**src/pkg/lcpb_pkg.sv**
```systemverilog
// constants, types and decode functions of the light curtain parameter bank
package lcpb_pkg;

    // parameter indices; byte address is four times the index
    localparam logic [7:0] LCPB_IDX_CYCLE = 8'h44; // measurement_cycle_time
    localparam logic [7:0] LCPB_IDX_GEN = 8'h47; // general_scan_settings
    localparam logic [7:0] LCPB_IDX_VAR = 8'h5A; // interface_variant_select
    localparam logic [7:0] LCPB_IDX_CAN = 8'h5B; // can_link_settings
    localparam logic [7:0] LCPB_IDX_PB = 8'h5C; // fieldbus_link_settings

    // field positions inside the records
    localparam int LCPB_GEN_MODE_LSB = 24; // scan_geometry_select
    localparam int LCPB_GEN_DIR_LSB = 16; // beam_numbering_order
    localparam int LCPB_GEN_OBJ_LSB = 8; // min_object_filter
    localparam int LCPB_GEN_GAP_LSB = 0; // min_gap_filter
    localparam int LCPB_CAN_RATE_LSB = 8; // can_rate_code
    localparam int LCPB_CAN_NODE_LSB = 0; // can_node_number
    localparam int LCPB_PB_RATE_LSB = 8; // fieldbus_rate_code
    localparam int LCPB_PB_ADDR_LSB = 0; // fieldbus_station_address

    // values after reset
    localparam logic [15:0] LCPB_CYCLE_TIME = 16'h03E8; // fixed, read only
    localparam logic [31:0] LCPB_RST_VAR = 32'h0000_0001;
    localparam logic [7:0] LCPB_RST_MODE = 8'h00;
    localparam logic [7:0] LCPB_RST_DIR = 8'h00;
    localparam logic [7:0] LCPB_RST_OBJ = 8'h01;
    localparam logic [7:0] LCPB_RST_GAP = 8'h01;
    localparam logic [7:0] LCPB_RST_CAN_RATE = 8'h00;
    localparam logic [7:0] LCPB_RST_CAN_NODE = 8'h0A;
    localparam logic [7:0] LCPB_RST_PB_RATE = 8'h06;
    localparam logic [7:0] LCPB_RST_PB_ADDR = 8'h7E;

    // legal ranges of the writable fields
    localparam logic [31:0] LCPB_VAR_MIN = 32'h0000_0001;
    localparam logic [31:0] LCPB_VAR_MAX = 32'h0000_0007;
    localparam logic [7:0] LCPB_MODE_MAX = 8'h02;
    localparam logic [7:0] LCPB_DIR_MAX = 8'h01;
    localparam logic [7:0] LCPB_FILT_MIN = 8'h01;
    localparam logic [7:0] LCPB_CAN_RATE_MAX = 8'h03;
    localparam logic [7:0] LCPB_CAN_NODE_MIN = 8'h01;
    localparam logic [7:0] LCPB_CAN_NODE_MAX = 8'h7F;
    localparam logic [7:0] LCPB_PB_RATE_MAX = 8'h07;
    localparam logic [7:0] LCPB_PB_ADDR_MIN = 8'h01;
    localparam logic [7:0] LCPB_PB_ADDR_MAX = 8'h7E;
    localparam logic [3:0] LCPB_STRB_ALL = 4'hF; // records only as whole

    // which parameter an access aims at
    typedef enum logic [2:0] {
        LCPB_TGT_NONE = 3'b000,
        LCPB_TGT_CYC = 3'b001,
        LCPB_TGT_GEN = 3'b010,
        LCPB_TGT_VAR = 3'b011,
        LCPB_TGT_CAN = 3'b100,
        LCPB_TGT_PB = 3'b101
    } lcpb_tgt_t;

    // bus slave phase
    typedef enum logic [0:0] {
        LCPB_ST_IDLE = 1'b0,
        LCPB_ST_ANSWER = 1'b1
    } lcpb_st_t;

    // byte address of a parameter index
    function automatic logic [11:0] lcpb_byte_addr(input logic [7:0] idx);
        lcpb_byte_addr = {2'b00, idx, 2'b00};
    endfunction

    // can bit-rate code to kbit/s
    function automatic logic [10:0] lcpb_can_kbps(input logic [7:0] code);
        case (code)
            8'h00: lcpb_can_kbps = 11'h3E8;
            8'h01: lcpb_can_kbps = 11'h1F4;
            8'h02: lcpb_can_kbps = 11'h0FA;
            8'h03: lcpb_can_kbps = 11'h07D;
            default: lcpb_can_kbps = 11'h000;
        endcase
    endfunction

    // fieldbus bit-rate code to bit/s
    function automatic logic [21:0] lcpb_pb_bps(input logic [7:0] code);
        case (code)
            8'h00: lcpb_pb_bps = 22'h002580;
            8'h01: lcpb_pb_bps = 22'h004B00;
            8'h02: lcpb_pb_bps = 22'h00B18A;
            8'h03: lcpb_pb_bps = 22'h016E36;
            8'h04: lcpb_pb_bps = 22'h02DC6C;
            8'h05: lcpb_pb_bps = 22'h07A120;
            8'h06: lcpb_pb_bps = 22'h16E360;
            8'h07: lcpb_pb_bps = 22'h2DC6C0;
            default: lcpb_pb_bps = 22'h000000;
        endcase
    endfunction

endpackage

```
**src/pkg/lcpb_cfg_if.sv**
```systemverilog
// write request and stored fields between bus front end and parameter store
`timescale 1ns/100ps
interface lcpb_cfg_if;
    import lcpb_pkg::*;
    logic wr_stb; // commit a whole-record write this cycle
    lcpb_tgt_t wr_tgt; // record the access aims at
    logic [31:0] wdata; // record image being written
    logic wr_ok; // image is legal for that record
    logic [7:0] gen_mode; // stored fields
    logic [7:0] gen_dir;
    logic [7:0] gen_obj;
    logic [7:0] gen_gap;
    logic [31:0] var_sel;
    logic [7:0] can_rate;
    logic [7:0] can_node;
    logic [7:0] pb_rate;
    logic [7:0] pb_addr;

    modport bank (
        output wr_stb, wr_tgt, wdata,
        input wr_ok, gen_mode, gen_dir, gen_obj, gen_gap, var_sel,
        input can_rate, can_node, pb_rate, pb_addr
    );
    modport store (
        input wr_stb, wr_tgt, wdata,
        output wr_ok, gen_mode, gen_dir, gen_obj, gen_gap, var_sel,
        output can_rate, can_node, pb_rate, pb_addr
    );
endinterface

```
**src/core/lcpb_store.sv**
```systemverilog
// parameter store with range check of whole-record writes
`timescale 1ns/100ps
module lcpb_store
    import lcpb_pkg::*;
(
    input wire logic mclk_in, // 50 MHz
    input wire logic nrst_in, // async, active low
    lcpb_cfg_if.store cfg // request in, fields out
);
    // field slices of the incoming image
    wire [7:0] w_mode = cfg.wdata[LCPB_GEN_MODE_LSB +: 8];
    wire [7:0] w_dir = cfg.wdata[LCPB_GEN_DIR_LSB +: 8];
    wire [7:0] w_obj = cfg.wdata[LCPB_GEN_OBJ_LSB +: 8];
    wire [7:0] w_gap = cfg.wdata[LCPB_GEN_GAP_LSB +: 8];
    wire [7:0] w_crate = cfg.wdata[LCPB_CAN_RATE_LSB +: 8];
    wire [7:0] w_cnode = cfg.wdata[LCPB_CAN_NODE_LSB +: 8];
    wire [7:0] w_prate = cfg.wdata[LCPB_PB_RATE_LSB +: 8];
    wire [7:0] w_paddr = cfg.wdata[LCPB_PB_ADDR_LSB +: 8];

    // one check per record; any bad field spoils the whole record
    wire gen_ok = (w_mode <= LCPB_MODE_MAX) && (w_dir <= LCPB_DIR_MAX) &&
        (w_obj >= LCPB_FILT_MIN) && (w_gap >= LCPB_FILT_MIN);
    wire var_ok = (cfg.wdata >= LCPB_VAR_MIN) &&
        (cfg.wdata <= LCPB_VAR_MAX);
    wire can_ok = (w_crate <= LCPB_CAN_RATE_MAX) &&
        (w_cnode >= LCPB_CAN_NODE_MIN) &&
        (w_cnode <= LCPB_CAN_NODE_MAX);
    wire pb_ok = (w_prate <= LCPB_PB_RATE_MAX) &&
        (w_paddr >= LCPB_PB_ADDR_MIN) &&
        (w_paddr <= LCPB_PB_ADDR_MAX);

    // read-only and unmapped targets never accept a write
    assign cfg.wr_ok = (cfg.wr_tgt == LCPB_TGT_GEN) ? gen_ok :
        (cfg.wr_tgt == LCPB_TGT_VAR) ? var_ok :
        (cfg.wr_tgt == LCPB_TGT_CAN) ? can_ok :
        (cfg.wr_tgt == LCPB_TGT_PB) ? pb_ok : 1'b0;

    wire take = cfg.wr_stb && cfg.wr_ok; // rejected writes keep old values
    wire take_gen = take && (cfg.wr_tgt == LCPB_TGT_GEN);
    wire take_var = take && (cfg.wr_tgt == LCPB_TGT_VAR);
    wire take_can = take && (cfg.wr_tgt == LCPB_TGT_CAN);
    wire take_pb = take && (cfg.wr_tgt == LCPB_TGT_PB);

    logic [7:0] mode_ff, dir_ff, obj_ff, gap_ff; // general record
    logic [31:0] var_ff; // interface variant
    logic [7:0] crate_ff, cnode_ff, prate_ff, paddr_ff; // link records

    // general record, written only as a whole
    always_ff @(posedge mclk_in or negedge nrst_in)
    begin
        if (!nrst_in)
        begin
            mode_ff <= LCPB_RST_MODE;
            dir_ff <= LCPB_RST_DIR;
            obj_ff <= LCPB_RST_OBJ;
            gap_ff <= LCPB_RST_GAP;
        end
        else if (take_gen)
        begin
            mode_ff <= w_mode;
            dir_ff <= w_dir;
            obj_ff <= w_obj;
            gap_ff <= w_gap;
        end
    end

    // variant selector and both link records
    always_ff @(posedge mclk_in or negedge nrst_in)
    begin
        if (!nrst_in)
        begin
            var_ff <= LCPB_RST_VAR;
            crate_ff <= LCPB_RST_CAN_RATE;
            cnode_ff <= LCPB_RST_CAN_NODE;
            prate_ff <= LCPB_RST_PB_RATE;
            paddr_ff <= LCPB_RST_PB_ADDR;
        end
        else
        begin
            if (take_var)
                var_ff <= cfg.wdata;
            if (take_can)
            begin
                crate_ff <= w_crate;
                cnode_ff <= w_cnode;
            end
            if (take_pb)
            begin
                prate_ff <= w_prate;
                paddr_ff <= w_paddr;
            end
        end
    end

    assign cfg.gen_mode = mode_ff;
    assign cfg.gen_dir = dir_ff;
    assign cfg.gen_obj = obj_ff;
    assign cfg.gen_gap = gap_ff;
    assign cfg.var_sel = var_ff;
    assign cfg.can_rate = crate_ff;
    assign cfg.can_node = cnode_ff;
    assign cfg.pb_rate = prate_ff;
    assign cfg.pb_addr = paddr_ff;

    wire [31:0] gen_store_img = {mode_ff, dir_ff, obj_ff, gap_ff};

    // accepted general write lands every byte in its place
    property p_gen_store;
        @(posedge mclk_in) disable iff (!nrst_in)
        take_gen |=> (gen_store_img == $past(cfg.wdata));
    endproperty
    a_gen_store: assert property (p_gen_store)
        else $error("general record not stored as written");

    // refused write leaves every record unchanged
    property p_reject_keep;
        @(posedge mclk_in) disable iff (!nrst_in)
        !cfg.wr_ok |=> ($stable(gen_store_img) &&
            $stable(var_ff) && $stable({crate_ff, cnode_ff}) &&
            $stable({prate_ff, paddr_ff}));
    endproperty
    a_reject_keep: assert property (p_reject_keep)
        else $error("refused write changed a stored value");

    // station address always stays inside its range
    property p_pb_range;
        @(posedge mclk_in) disable iff (!nrst_in)
        take_pb |=> (paddr_ff >= LCPB_PB_ADDR_MIN) &&
            (paddr_ff <= LCPB_PB_ADDR_MAX) && (paddr_ff == $past(w_paddr));
    endproperty
    a_pb_range: assert property (p_pb_range)
        else $error("station address out of range or not stored");
endmodule

```
**src/core/lcpb_bank.sv**
```systemverilog
// apb front end and decoded outputs of the light curtain parameter bank
// What this block does
// - read-only cycle time 1000 in low half
// - 32-bit variant selector, default 1, codes 1-7
// - can record: rate in bits 15:8, node 1-127
// - can rate codes 0-3 give 1000..125 kbit/s
// - fieldbus rate codes 0-7, default 6
// - fieldbus record with station address 1-126
// - general record: four bytes at 24/16/8/0
// - beam mode parallel, diagonal or crossed
// - numbering direction from connector or opposite
// - object filter ignores short interrupted groups
// - gap filter ignores short free groups
//
// The APB register port is this design's own decision.
`timescale 1ns/100ps
module lcpb_bank
    import lcpb_pkg::*;
(
    input wire logic mclk_in, // 50 MHz system clock
    input wire logic nrst_in, // async reset, active low
    input wire logic psel_in, // apb select
    input wire logic penable_in, // apb access phase
    input wire logic pwrite_in, // apb direction, high = write
    input wire logic [11:0] paddr_in, // apb byte address
    input wire logic [31:0] pwdata_in, // apb write data
    input wire logic [3:0] pstrb_in, // apb byte strobes
    output logic [31:0] prdata_out, // apb read data
    output logic pready_out, // apb ready
    output logic pslverr_out, // apb error
    output logic [2:0] variant_code_out, // active interface variant
    output logic [6:0] can_node_out, // can node number
    output logic [10:0] can_kbps_out, // can bit rate, kbit/s
    output logic [6:0] pb_addr_out, // fieldbus station address
    output logic [21:0] pb_bps_out, // fieldbus bit rate, bit/s
    output logic [1:0] scan_mode_out, // 0 parallel 1 diagonal 2 crossed
    output logic count_inverted_out, // beams numbered from far end
    output logic [7:0] min_object_out, // least interrupted group
    output logic [7:0] min_gap_out // least free group
);
    lcpb_cfg_if cfg(); // link to the parameter store

    // parameter store holds the records and judges every write image
    lcpb_store u_store (
        .mclk_in(mclk_in),
        .nrst_in(nrst_in),
        .cfg(cfg)
    );

    // address decode, one target per record word
    wire hit_cyc = (paddr_in == lcpb_byte_addr(LCPB_IDX_CYCLE));
    wire hit_gen = (paddr_in == lcpb_byte_addr(LCPB_IDX_GEN));
    wire hit_var = (paddr_in == lcpb_byte_addr(LCPB_IDX_VAR));
    wire hit_can = (paddr_in == lcpb_byte_addr(LCPB_IDX_CAN));
    wire hit_pb = (paddr_in == lcpb_byte_addr(LCPB_IDX_PB));
    lcpb_tgt_t tgt; // decoded target of the current access
    assign tgt = hit_cyc ? LCPB_TGT_CYC :
        hit_gen ? LCPB_TGT_GEN :
        hit_var ? LCPB_TGT_VAR :
        hit_can ? LCPB_TGT_CAN :
        hit_pb ? LCPB_TGT_PB : LCPB_TGT_NONE;

    // read images; unused upper bits read as zero
    wire [31:0] img_cyc = {16'h0000, LCPB_CYCLE_TIME};
    wire [31:0] img_gen = {cfg.gen_mode, cfg.gen_dir, cfg.gen_obj,
        cfg.gen_gap};
    wire [31:0] img_can = {16'h0000, cfg.can_rate, cfg.can_node};
    wire [31:0] img_pb = {16'h0000, cfg.pb_rate, cfg.pb_addr};
    wire [31:0] rd_word = (tgt == LCPB_TGT_CYC) ? img_cyc :
        (tgt == LCPB_TGT_GEN) ? img_gen :
        (tgt == LCPB_TGT_VAR) ? cfg.var_sel :
        (tgt == LCPB_TGT_CAN) ? img_can :
        (tgt == LCPB_TGT_PB) ? img_pb : 32'h0000_0000;

    // error: unmapped word, or write that is partial, read only or illegal
    wire part_wr = (pstrb_in != LCPB_STRB_ALL); // records only as whole
    wire bad_wr = pwrite_in && (part_wr || !cfg.wr_ok);
    wire acc_err = (tgt == LCPB_TGT_NONE) || bad_wr;

    // bus phase: one wait state so that every bus output is a flop
    lcpb_st_t st_ff, nxt_st;
    wire access = psel_in && penable_in;
    wire finish = access && (st_ff == LCPB_ST_ANSWER); // master sees ready
    assign nxt_st = (st_ff == LCPB_ST_IDLE) ?
        (access ? LCPB_ST_ANSWER : LCPB_ST_IDLE) :
        (access ? LCPB_ST_IDLE : LCPB_ST_ANSWER);

    // write request towards the store; commits at the finishing edge only
    assign cfg.wr_tgt = tgt;
    assign cfg.wdata = pwdata_in;
    assign cfg.wr_stb = finish && pwrite_in && !pslverr_out;

    // answer registers, captured in the first access cycle
    wire start = access && (st_ff == LCPB_ST_IDLE);
    wire [31:0] nxt_prdata = (start && !pwrite_in && !acc_err) ?
        rd_word : (finish ? 32'h0000_0000 : prdata_out);
    wire nxt_pslverr = start ? acc_err : (finish ? 1'b0 : pslverr_out);
    wire nxt_pready = (nxt_st == LCPB_ST_ANSWER);

    // bus state and answer flops
    always_ff @(posedge mclk_in or negedge nrst_in)
    begin
        if (!nrst_in)
        begin
            st_ff <= LCPB_ST_IDLE;
            prdata_out <= 32'h0000_0000;
            pslverr_out <= 1'b0;
            pready_out <= 1'b0;
        end
        else
        begin
            st_ff <= nxt_st;
            prdata_out <= nxt_prdata;
            pslverr_out <= nxt_pslverr;
            pready_out <= nxt_pready;
        end
    end

    // decoded settings handed to the link and evaluation logic
    wire [2:0] nxt_variant = cfg.var_sel[2:0];
    wire [6:0] nxt_can_node = cfg.can_node[6:0];
    wire [10:0] nxt_can_kbps = lcpb_can_kbps(cfg.can_rate);
    wire [6:0] nxt_pb_addr = cfg.pb_addr[6:0];
    wire [21:0] nxt_pb_bps = lcpb_pb_bps(cfg.pb_rate);
    wire [1:0] nxt_scan_mode = cfg.gen_mode[1:0];
    wire nxt_count_inv = cfg.gen_dir[0];
    wire [7:0] nxt_min_object = cfg.gen_obj;
    wire [7:0] nxt_min_gap = cfg.gen_gap;

    // output flops; settings reach the outputs one cycle after the store
    always_ff @(posedge mclk_in or negedge nrst_in)
    begin
        if (!nrst_in)
        begin
            variant_code_out <= LCPB_RST_VAR[2:0];
            can_node_out <= LCPB_RST_CAN_NODE[6:0];
            can_kbps_out <= lcpb_can_kbps(LCPB_RST_CAN_RATE);
            pb_addr_out <= LCPB_RST_PB_ADDR[6:0];
            pb_bps_out <= lcpb_pb_bps(LCPB_RST_PB_RATE);
            scan_mode_out <= LCPB_RST_MODE[1:0];
            count_inverted_out <= LCPB_RST_DIR[0];
            min_object_out <= LCPB_RST_OBJ;
            min_gap_out <= LCPB_RST_GAP;
        end
        else
        begin
            variant_code_out <= nxt_variant;
            can_node_out <= nxt_can_node;
            can_kbps_out <= nxt_can_kbps;
            pb_addr_out <= nxt_pb_addr;
            pb_bps_out <= nxt_pb_bps;
            scan_mode_out <= nxt_scan_mode;
            count_inverted_out <= nxt_count_inv;
            min_object_out <= nxt_min_object;
            min_gap_out <= nxt_min_gap;
        end
    end

    // cycle-time read always answers 1000 with upper half zero
    property p_cycle_read;
        @(posedge mclk_in) disable iff (!nrst_in)
        (finish && !pwrite_in && hit_cyc) |->
            (prdata_out == 32'h0000_03E8) && !pslverr_out;
    endproperty
    a_cycle_read: assert property (p_cycle_read)
        else $error("cycle time read wrong");

    // write to the cycle time is refused
    property p_cycle_ro;
        @(posedge mclk_in) disable iff (!nrst_in)
        (finish && pwrite_in && hit_cyc) |-> pslverr_out && !cfg.wr_stb;
    endproperty
    a_cycle_ro: assert property (p_cycle_ro)
        else $error("write to read-only cycle time not refused");

    // refused bus write leaves every stored record unchanged
    property p_refused_keep;
        @(posedge mclk_in) disable iff (!nrst_in)
        (finish && pwrite_in && pslverr_out) |=> ($stable(img_gen) &&
            $stable(cfg.var_sel) && $stable(img_can) && $stable(img_pb));
    endproperty
    a_refused_keep: assert property (p_refused_keep)
        else $error("refused bus write changed a stored value");

    // variant code above 7 or zero is answered with an error
    property p_variant_range;
        @(posedge mclk_in) disable iff (!nrst_in)
        (finish && pwrite_in && hit_var &&
            ((pwdata_in > 32'h0000_0007) || (pwdata_in == 32'h0000_0000)))
            |-> pslverr_out;
    endproperty
    a_variant_range: assert property (p_variant_range)
        else $error("illegal variant code accepted");

    // can record reads keep the node number legal and bits 31:16 zero
    property p_can_read;
        @(posedge mclk_in) disable iff (!nrst_in)
        (finish && !pwrite_in && hit_can) |->
            (prdata_out[31:16] == 16'h0000) &&
            (prdata_out[7:0] != 8'h00) && !prdata_out[7];
    endproperty
    a_can_read: assert property (p_can_read)
        else $error("can record read image wrong");

    // slowest can code reaches the rate output within two cycles
    property p_can_rate;
        @(posedge mclk_in) disable iff (!nrst_in)
        (cfg.can_rate == 8'h03) [*2] |-> (can_kbps_out == 11'h07D);
    endproperty
    a_can_rate: assert property (p_can_rate)
        else $error("can rate code 3 not decoded to 125");

    // default fieldbus code gives 1500 kbit/s one cycle later
    property p_pb_rate;
        @(posedge mclk_in) disable iff (!nrst_in)
        (cfg.pb_rate == LCPB_RST_PB_RATE) |=> (pb_bps_out == 22'h16E360);
    endproperty
    a_pb_rate: assert property (p_pb_rate)
        else $error("fieldbus rate code 6 not decoded");

    // beam mode output never leaves the three geometries
    property p_scan_mode;
        @(posedge mclk_in) disable iff (!nrst_in)
        ##1 (scan_mode_out != 2'b11);
    endproperty
    a_scan_mode: assert property (p_scan_mode)
        else $error("undefined beam mode driven");

    // direction bit follows the stored field one cycle later
    property p_count_dir;
        @(posedge mclk_in) disable iff (!nrst_in)
        $changed(cfg.gen_dir) |=>
            (count_inverted_out == $past(cfg.gen_dir[0]));
    endproperty
    a_count_dir: assert property (p_count_dir)
        else $error("numbering direction not followed");

    // both filter sizes stay at one or more
    property p_filters;
        @(posedge mclk_in) disable iff (!nrst_in)
        ##1 (min_object_out != 8'h00) && (min_gap_out != 8'h00);
    endproperty
    a_filters: assert property (p_filters)
        else $error("filter size of zero driven");

    // ready comes exactly one cycle after the access phase opens
    property p_one_wait;
        @(posedge mclk_in) disable iff (!nrst_in)
        start |=> pready_out ##1 !pready_out;
    endproperty
    a_one_wait: assert property (p_one_wait)
        else $error("ready not after one wait state");
endmodule

```
**config.mk**
```make
export PLATFORM = sky130hd
export DESIGN_NAME = lcpb_bank
export DESIGN_NICKNAME = d
export VERILOG_FILES = /design/src/pkg/lcpb_pkg.sv /design/src/pkg/lcpb_cfg_if.sv /design/src/core/lcpb_store.sv /design/src/core/lcpb_bank.sv
export SDC_FILE = /design/constraint.sdc
export NUM_CORES = 1
export LEC_CHECK = 0
export BUFFER_PORTS_ARGS = -buffer_cell sky130_fd_sc_hd__buf_2
export CORE_MARGIN = 2
export CORE_UTILIZATION = 59
export CTS_CLUSTER_SIZE = 30
export DETAILED_ROUTE_END_ITERATION = 8
export GPL_ROUTABILITY_DRIVEN = 0
export PLACE_DENSITY = 0.82
export SYNTH_ARGS = -nofsm -noshare
export SYNTH_HDL_FRONTEND = slang
export SYNTH_HIERARCHICAL = 1
export SYNTH_SLANG_ARGS = --single-unit
```
**constraint.sdc**
```tcl
create_clock -name mclk_in -period 4.8 [get_ports mclk_in]
set_clock_uncertainty 0.1 [all_clocks]
set_input_delay 0.24 -clock mclk_in [delete_from_list [all_inputs] [get_ports mclk_in]]
set_output_delay 0.24 -clock mclk_in [all_outputs]
set_load 0.005 [all_outputs]
```
== After elaboration in Yosys (flattened, before gate mapping) ==
Memories as Yosys holds them, arrays and structs flattened.
Cells that the tools add are included.

* Add/subtract/negate cells: 0
* $mul: 0
* Div/mod/pow operators: 0
* Magnitude comparators: 10
* Eq/ne operators: 14
* Shift-type cells: 0
* Mux-type cells: 23
* Bitwise operators: 1
* Reduce and logical (&&, ||, !) cells: 32

{| class="wikitable"
|+ Operator list
! operator !! count
|-
| 2-to-1 mux 32 bit || 5
|-
| == test 12 x 9 -> 1 bit, second input constant || 5
|-
| case mux 10 bit (4 select lines) || 1
|-
| greater-or-equal comparator 32 x 1 -> 1 bit, second input constant || 1
|-
| less-or-equal comparator 32 x 3 -> 1 bit, second input constant || 1
|-
| 2-to-1 mux 16 bit || 2
|-
| 2-to-1 mux 22 bit || 1
|-
| logical AND 1 bit || 21
|-
| == test 8 x 2 -> 1 bit, second input constant || 2
|-
| greater-or-equal comparator 8 x 1 -> 1 bit, second input constant || 2
|-
| less-or-equal comparator 8 x 2 -> 1 bit, second input constant || 2
|-
| less-or-equal comparator 8 x 7 -> 1 bit, second input constant || 2
|-
| 2-to-1 mux 3 bit || 5
|-
| 2-to-1 mux 1 bit || 9
|-
| == test 8 x 1 -> 1 bit, second input constant || 1
|-
| less-or-equal comparator 8 x 1 -> 1 bit, second input constant || 1
|-
| less-or-equal comparator 8 x 3 -> 1 bit, second input constant || 1
|-
| zero test 8 bit || 1
|-
| == test 3 x 2 -> 1 bit, second input constant || 2
|-
| == test 3 bit, second input constant || 2
|-
| zero test 5 bit || 1
|-
| zero test 1 bit || 4
|-
| != test 4 bit, second input constant || 1
|-
| nonzero test 2 bit || 2
|-
| other kinds (4) || 5
|}

* Bits in registers: 199
* Bits in latches: 0
* Memory bits (writable): 0
* Bits in read-only memories: 168
* Input bits: 53
* Output and inout port bits: 103
* Logic and storage cells: 102
* Memories kept: 1

{| class="wikitable"
|+ Memory list
! memory !! depth !! bits a word !! read ports !! clocked after Yosys merged registers in !! write ports !! RTL line !! text
|-
| (name not given) || 8 || 21 || 1 || 0 || 0 || lcpb_pkg.sv:81 || <nowiki>case (code)</nowiki>
|}

== Depth between registers and ports, before layout ==
* Depth after elaboration: 18
* Gate-level depth with buffers: 13
* Mapped depth without buffers: 11

== Hierarchy ==
Netlist, hierarchy kept.

{| class="wikitable"
|+ By module, submodules not included
! module !! times used !! cells each !! area an instance (µm²)
|-
| lcpb_bank || 1 || 366 || 4445.5
|-
| lcpb_store || 1 || 238 || 3672.3
|}

== Least setup slack after synthesis ==
OpenSTA, ideal clock, no wires.

* Path type: input to register
* Start: input paddr_in[3]
* End: register u_store.gap_ff[1], in the netlist u_store/cfg.gen_gap[1]
* Data arrival time: 2.671 ns
* Path slack: 1.904 ns
* Stages on the path: 11
* Path buffers: 3
* Path through: buf_6 -> or3b_2 -> a21oi_2 -> and2_1 -> buf_4 -> nor3b_1 -> o211ai_1 -> nor2_1 -> o2111a_4 -> buf_8 -> mux2_4

{| class="wikitable"
|+ RTL lines
! what !! RTL line !! text
|-
| start, declared || lcpb_bank.sv:25 || <nowiki>input wire logic [11:0] paddr_in,</nowiki>
|-
| == test 12 x 9 -> 1 bit || lcpb_bank.sv:54 || <nowiki>wire hit_can = (paddr_in == lcpb_byte_addr(LCPB_IDX_CAN));</nowiki>
|-
| 2-to-1 mux 3 bit || lcpb_bank.sv:60 || <nowiki>hit_can ? LCPB_TGT_CAN :</nowiki>
|-
| 2-to-1 mux 3 bit || lcpb_bank.sv:59 || <nowiki>hit_var ? LCPB_TGT_VAR :</nowiki>
|-
| 2-to-1 mux 3 bit || lcpb_bank.sv:58 || <nowiki>hit_gen ? LCPB_TGT_GEN :</nowiki>
|-
| 2-to-1 mux 3 bit * || lcpb_bank.sv:57 || <nowiki>assign tgt = hit_cyc ? LCPB_TGT_CYC :</nowiki>
|-
| named net cfg.wr_tgt[1] || lcpb_cfg_if.sv:6 || <nowiki>lcpb_tgt_t wr_tgt;</nowiki>
|-
| == test 3 bit || lcpb_store.sv:36 || <nowiki>(cfg.wr_tgt == LCPB_TGT_PB) ? pb_ok : 1'b0;</nowiki>
|-
| 2-to-1 mux 1 bit || lcpb_store.sv:36 ||
|-
| 2-to-1 mux 1 bit || lcpb_store.sv:35 || <nowiki>(cfg.wr_tgt == LCPB_TGT_CAN) ? can_ok :</nowiki>
|-
| 2-to-1 mux 1 bit || lcpb_store.sv:34 || <nowiki>(cfg.wr_tgt == LCPB_TGT_VAR) ? var_ok :</nowiki>
|-
| 2-to-1 mux 1 bit || lcpb_store.sv:33 || <nowiki>assign cfg.wr_ok = (cfg.wr_tgt == LCPB_TGT_GEN) ? gen_ok :</nowiki>
|-
| logical AND 1 bit || lcpb_store.sv:38 || <nowiki>wire take = cfg.wr_stb && cfg.wr_ok;</nowiki>
|-
| logical AND 1 bit * || lcpb_store.sv:39 || <nowiki>wire take_gen = take && (cfg.wr_tgt == LCPB_TGT_GEN);</nowiki>
|-
| end signal, assigned || lcpb_store.sv:63 || <nowiki>gap_ff <= w_gap;</nowiki>
|-
| end, declared || lcpb_store.sv:44 || <nowiki>logic [7:0] mode_ff, dir_ff, obj_ff, gap_ff;</nowiki>
|}

Mark *: on every way through the listed nets, which the timed path passes. The rest lies on a longest branch.
A chain may end at the register's enable or synchronous reset.

== Final worst setup path ==
* Start: input paddr_in[3]
* End: register u_store.obj_ff[7], in the netlist u_store/cfg.gen_obj[7]

* Word-level cells in the longest chain between the ends: 13

{| class="wikitable"
|+ RTL lines
! what !! RTL line !! text
|-
| == test 12 x 9 -> 1 bit || lcpb_bank.sv:55 || <nowiki>wire hit_pb = (paddr_in == lcpb_byte_addr(LCPB_IDX_PB));</nowiki>
|-
| 2-to-1 mux 3 bit || lcpb_bank.sv:61 || <nowiki>hit_pb ? LCPB_TGT_PB : LCPB_TGT_NONE;</nowiki>
|-
| 2-to-1 mux 3 bit || lcpb_bank.sv:60 ||
|-
| 2-to-1 mux 3 bit || lcpb_bank.sv:59 ||
|-
| 2-to-1 mux 3 bit || lcpb_bank.sv:58 ||
|-
| 2-to-1 mux 3 bit * || lcpb_bank.sv:57 ||
|-
| == test 3 bit || lcpb_store.sv:36 ||
|-
| 2-to-1 mux 1 bit || lcpb_store.sv:36 ||
|-
| 2-to-1 mux 1 bit || lcpb_store.sv:35 ||
|-
| 2-to-1 mux 1 bit || lcpb_store.sv:34 ||
|-
| 2-to-1 mux 1 bit || lcpb_store.sv:33 ||
|-
| logical AND 1 bit || lcpb_store.sv:38 ||
|-
| logical AND 1 bit * || lcpb_store.sv:39 ||
|-
| end signal, assigned || lcpb_store.sv:62 || <nowiki>obj_ff <= w_obj;</nowiki>
|-
| end, declared || lcpb_store.sv:44 ||
|}

Mark *: on every way between the ends. The rest lies on a longest branch, timed or not.

==> results.md <==
* CP Data Arrival Time at about 3.5 ns
* Die Area at 0.0147 mm2
* Worst-path cell chain: buf_2 -> or3b_2 -> a21oi_2 -> and2_1 -> nor3b_1 -> o211ai_1 -> nor2_1 -> o2111a_4 -> mux2_2
* Port-buffer cells at 153
* Util after Layout at 71.8%
* Nets at 819
* Yosys top cell by area: dfrtp_1
* Initial antenna violation count at 0
* CTS Root Cell: clkbuf_16
* P_sw at 714 uW
* Final Hold Slack at 0.0173 ns
* First-pass GRT wire length at 30,000 um
* Power per cell area at between 300 and 400 mW/mm2
* Placed Cells at 906
* Grt total ovfl at 0
* DR WL/cell at 20.0 um
* Max-Cap Viols at 0
* Switching share of power at 22.2%
* Combinational share of power at 4.7%
* Clock tree buffer depth at 2
* Post-CTS Resized at 0
* Synth Area in Adders at 1.08%
* Outcome: complete, no violations
* Period utilization at between 60% and 70%
* Register area share after synthesis at 60.4%
* Clock-pin slew on the worst setup and hold paths at 0.07 ns
* Worst path slowest cell: o2111a_4
* RSZ-0062 raised after global routing: no
* Clk pwr share at 44.0%
* Most common cell after layout, fill and taps aside: dfrtp_1
* Slew at the pin closest to its max-slew limit at 1.13 ns
* Core Region at 0.0133 mm2
* Clock sink count at 194
* Starting density of the core at 60.8%
* Synth top area share at 47.8%
* Worst path max stage delay at 0.62 ns
* Share of cells above drive strength 1 at 39.1%
* CTS buffer count at 17
* Total Power at 3210 uW
* Number of flops mapped to enable cells by yosys at 0
* Mapped Cells at 604
* Die X at 121 um
* Compound-Gate Fraction of Synth Area at 10.9%
* Worst min-delay path class: in -> reg
* Leak pwr at 0.00485 uW
* Post-synth top flop: dfrtp_1
* WP data required at 5.02 ns
* Synthesized area at 0.00812 mm2
* IO Pins at around 160
* Vias at 5,583
* Max Clk Rate at 304 MHz
* Number of vias per cell at 5.89
* Final TNS setup at 0 ns
* Crit Path Max Fanout at 32
* Synthesized flop and latch total at 194
* Total GRT Usage at a little over a quarter
* Post-CTS Hold Buffers at 10
* Crit. End Element: flop
* Synthesis-to-layout area growth at 18.0%
* Multiplexer area fraction after synthesis at 8.00%
* FP Rows at 42
* Fin. max-slew vios at 0
* Asr flop ratio synth at 100%
* Cell internal pwr at around 2500 uW
* Fin. Hold Viols at 0
* Main combinational cell family by area after synthesis: simple AND/OR/NAND/NOR gates
* Synth unique cells at around 80
* Minimum clock period at 3.29 ns
* CP Class: in -> reg
* Hold depth at 2
* Max transition margin at ~24%
* Maximum vdd drop at 0.000271 V
* CTS tree: yes
* 1st-iter DRT viols at 550
* Synth Area in Simple Gates at about 16%
* Most area-consuming cells after synthesis: dfrtp_1 (48%), dfstp_2 (13%), mux2_4 (3.9%)
* Commonest cells after routing, fill and taps aside: dfrtp_1 (155), buf_2 (152), and2_1 (41)
* CP Launch Type: primary input
* Syn Area/Cell at ~13 um2
* Dpl hpwl at 12,900 um
* H-tree lvl count at 4
* Clk Latency, worst-skew pair at 0.44 ns
* Synth Warn # at 6
* Die Y at between 100 and 150 um
* Routed Antenna Nets at 0
* Endpoints failing setup at 0
* Vias in the first global route at ~5,500
* Non-filler instance count after layout at 948
* R2R cell count at 6
* DRC Markers at 0
* DRT Pass-1 Iters at 6
* XOR/XNOR Fraction of Synth Area at 0.308%
* # diodes at 0
* Sequential power share at 51.3%
* Largest net degree at the start of global routing at 94
* Routed WL at 19,000 um
* Setup Buffers After CTS at 0
[path summary, 6_finish.rpt]
path	slack, ns	startpoint	endpoint
setup / recovery	1.51	paddr_in[3]	u_store/cfg.gen_obj[7]
hold / removal	0.02	pwdata_in[8]	u_store/cfg.gen_obj[0]
setup reg to reg	2.02	st_ff	u_store/cfg.var_sel[2]
hold reg to reg	0.27	u_store/cfg.gen_gap[0]	min_gap_out[0]
max in group asynchronous	3.07	nrst_in	prdata_out[25]
min in group asynchronous	0.34	nrst_in	pb_bps_out[4]
[per-layer routing]
layer  share of wire (%)  GRT usage [%]  vias to the layer above
li1                    -              -                     2468
met1                  41           37.5                     2800
met2                  49           42.3                      280
met3                 7.4           5.73                       35
met4                 2.2           10.4                        0
met5                   0              0                        -
[final cells by class]
cell class | count | area [um2]
tap | 176 | 220
timing repair buffer | 165 | 887
sequential | 194 | 4900
inverter | 13 | 48.8
multi-input combinational | 368 | 2930
fill | 892 | 3760
clock buffer | 20 | 467
clock inverter | 12 | 130
[per-stage QoR]
stage | worst slack, ns | instance area [um2]
detailed placement | 1.16 | 8890
finish | 1.51 | 9580
CTS | 1.60 | 9580
floorplan | 1.90 | 8120
global placement | 1.37 | 8890
global route | 1.31 | 9580
[cells in the mapped netlist, types with 6 or more instances]
master and n:
a211oi_1 6, a21oi_1 14, a22o_1 9, a22oi_1 21, and2_1 41, and3_1 7
buf_4 11, buf_6 8, dfrtp_1 155, dfstp_2 39, ha_1 7, inv_1 13
mux2_2 17, mux2_4 21, mux2i_1 12, nand2_1 17, nand2b_1 6, nand3_1 11
nor2_1 26, nor2b_1 25, nor3_1 6, o21ai_0 10, o22ai_1 10, o2bb2ai_1 9
o2bb2ai_2 7, or3_1 11
[sequential cells by signal (all words and copies together), names as in the netlist]
register and flops:
prdata_out 32, u_store/cfg.var_sel 32, pb_bps_out 19, can_kbps_out 9, min_gap_out 8, min_object_out 8
u_store/cfg.can_node 8, u_store/cfg.can_rate 8, u_store/cfg.gen_dir 8, u_store/cfg.gen_gap 8, u_store/cfg.gen_mode 8, u_store/cfg.gen_obj 8
u_store/cfg.pb_addr 8, u_store/cfg.pb_rate 8, can_node_out 7, pb_addr_out 7, variant_code_out 3, scan_mode_out 2
count_inverted_out 1, pslverr_out 1, st_ff 1
[power groups by stage]
stage | clock network (uW) | registers (uW) | logic [uW]
floorplan | 0 | 1680 | 62.6
global placement | 0 | 1680 | 139
detailed placement | 0 | 1680 | 146
CTS | 1430 | 1650 | 153
global route | 1500 | 1650 | 169
finish | 1410 | 1650 | 151
[logic make-up (layout without fill, tap and decap cells)]
logic type	count (synthesis)	count (layout)
AOI/OAI and AO/OA	110	110
buffers and inverters	43	210
xor gates and xnor gates	2	2
and+or+nand+nor	195	195
DFF	194	194
other	1	2
adders and majority gates	7	7
muxes	52	52
[worst max-delay path: cells and delay by family]
| family | cells | cell delay (ns) |
|---|---|---|
| simple gates | 4 | 1.67 |
| compound gates | 3 | 0.97 |
| mux | 1 | 0.39 |
| buf+inv | 1 | 0.22 |
No activity file was read; power rests on OpenSTA's default activity.
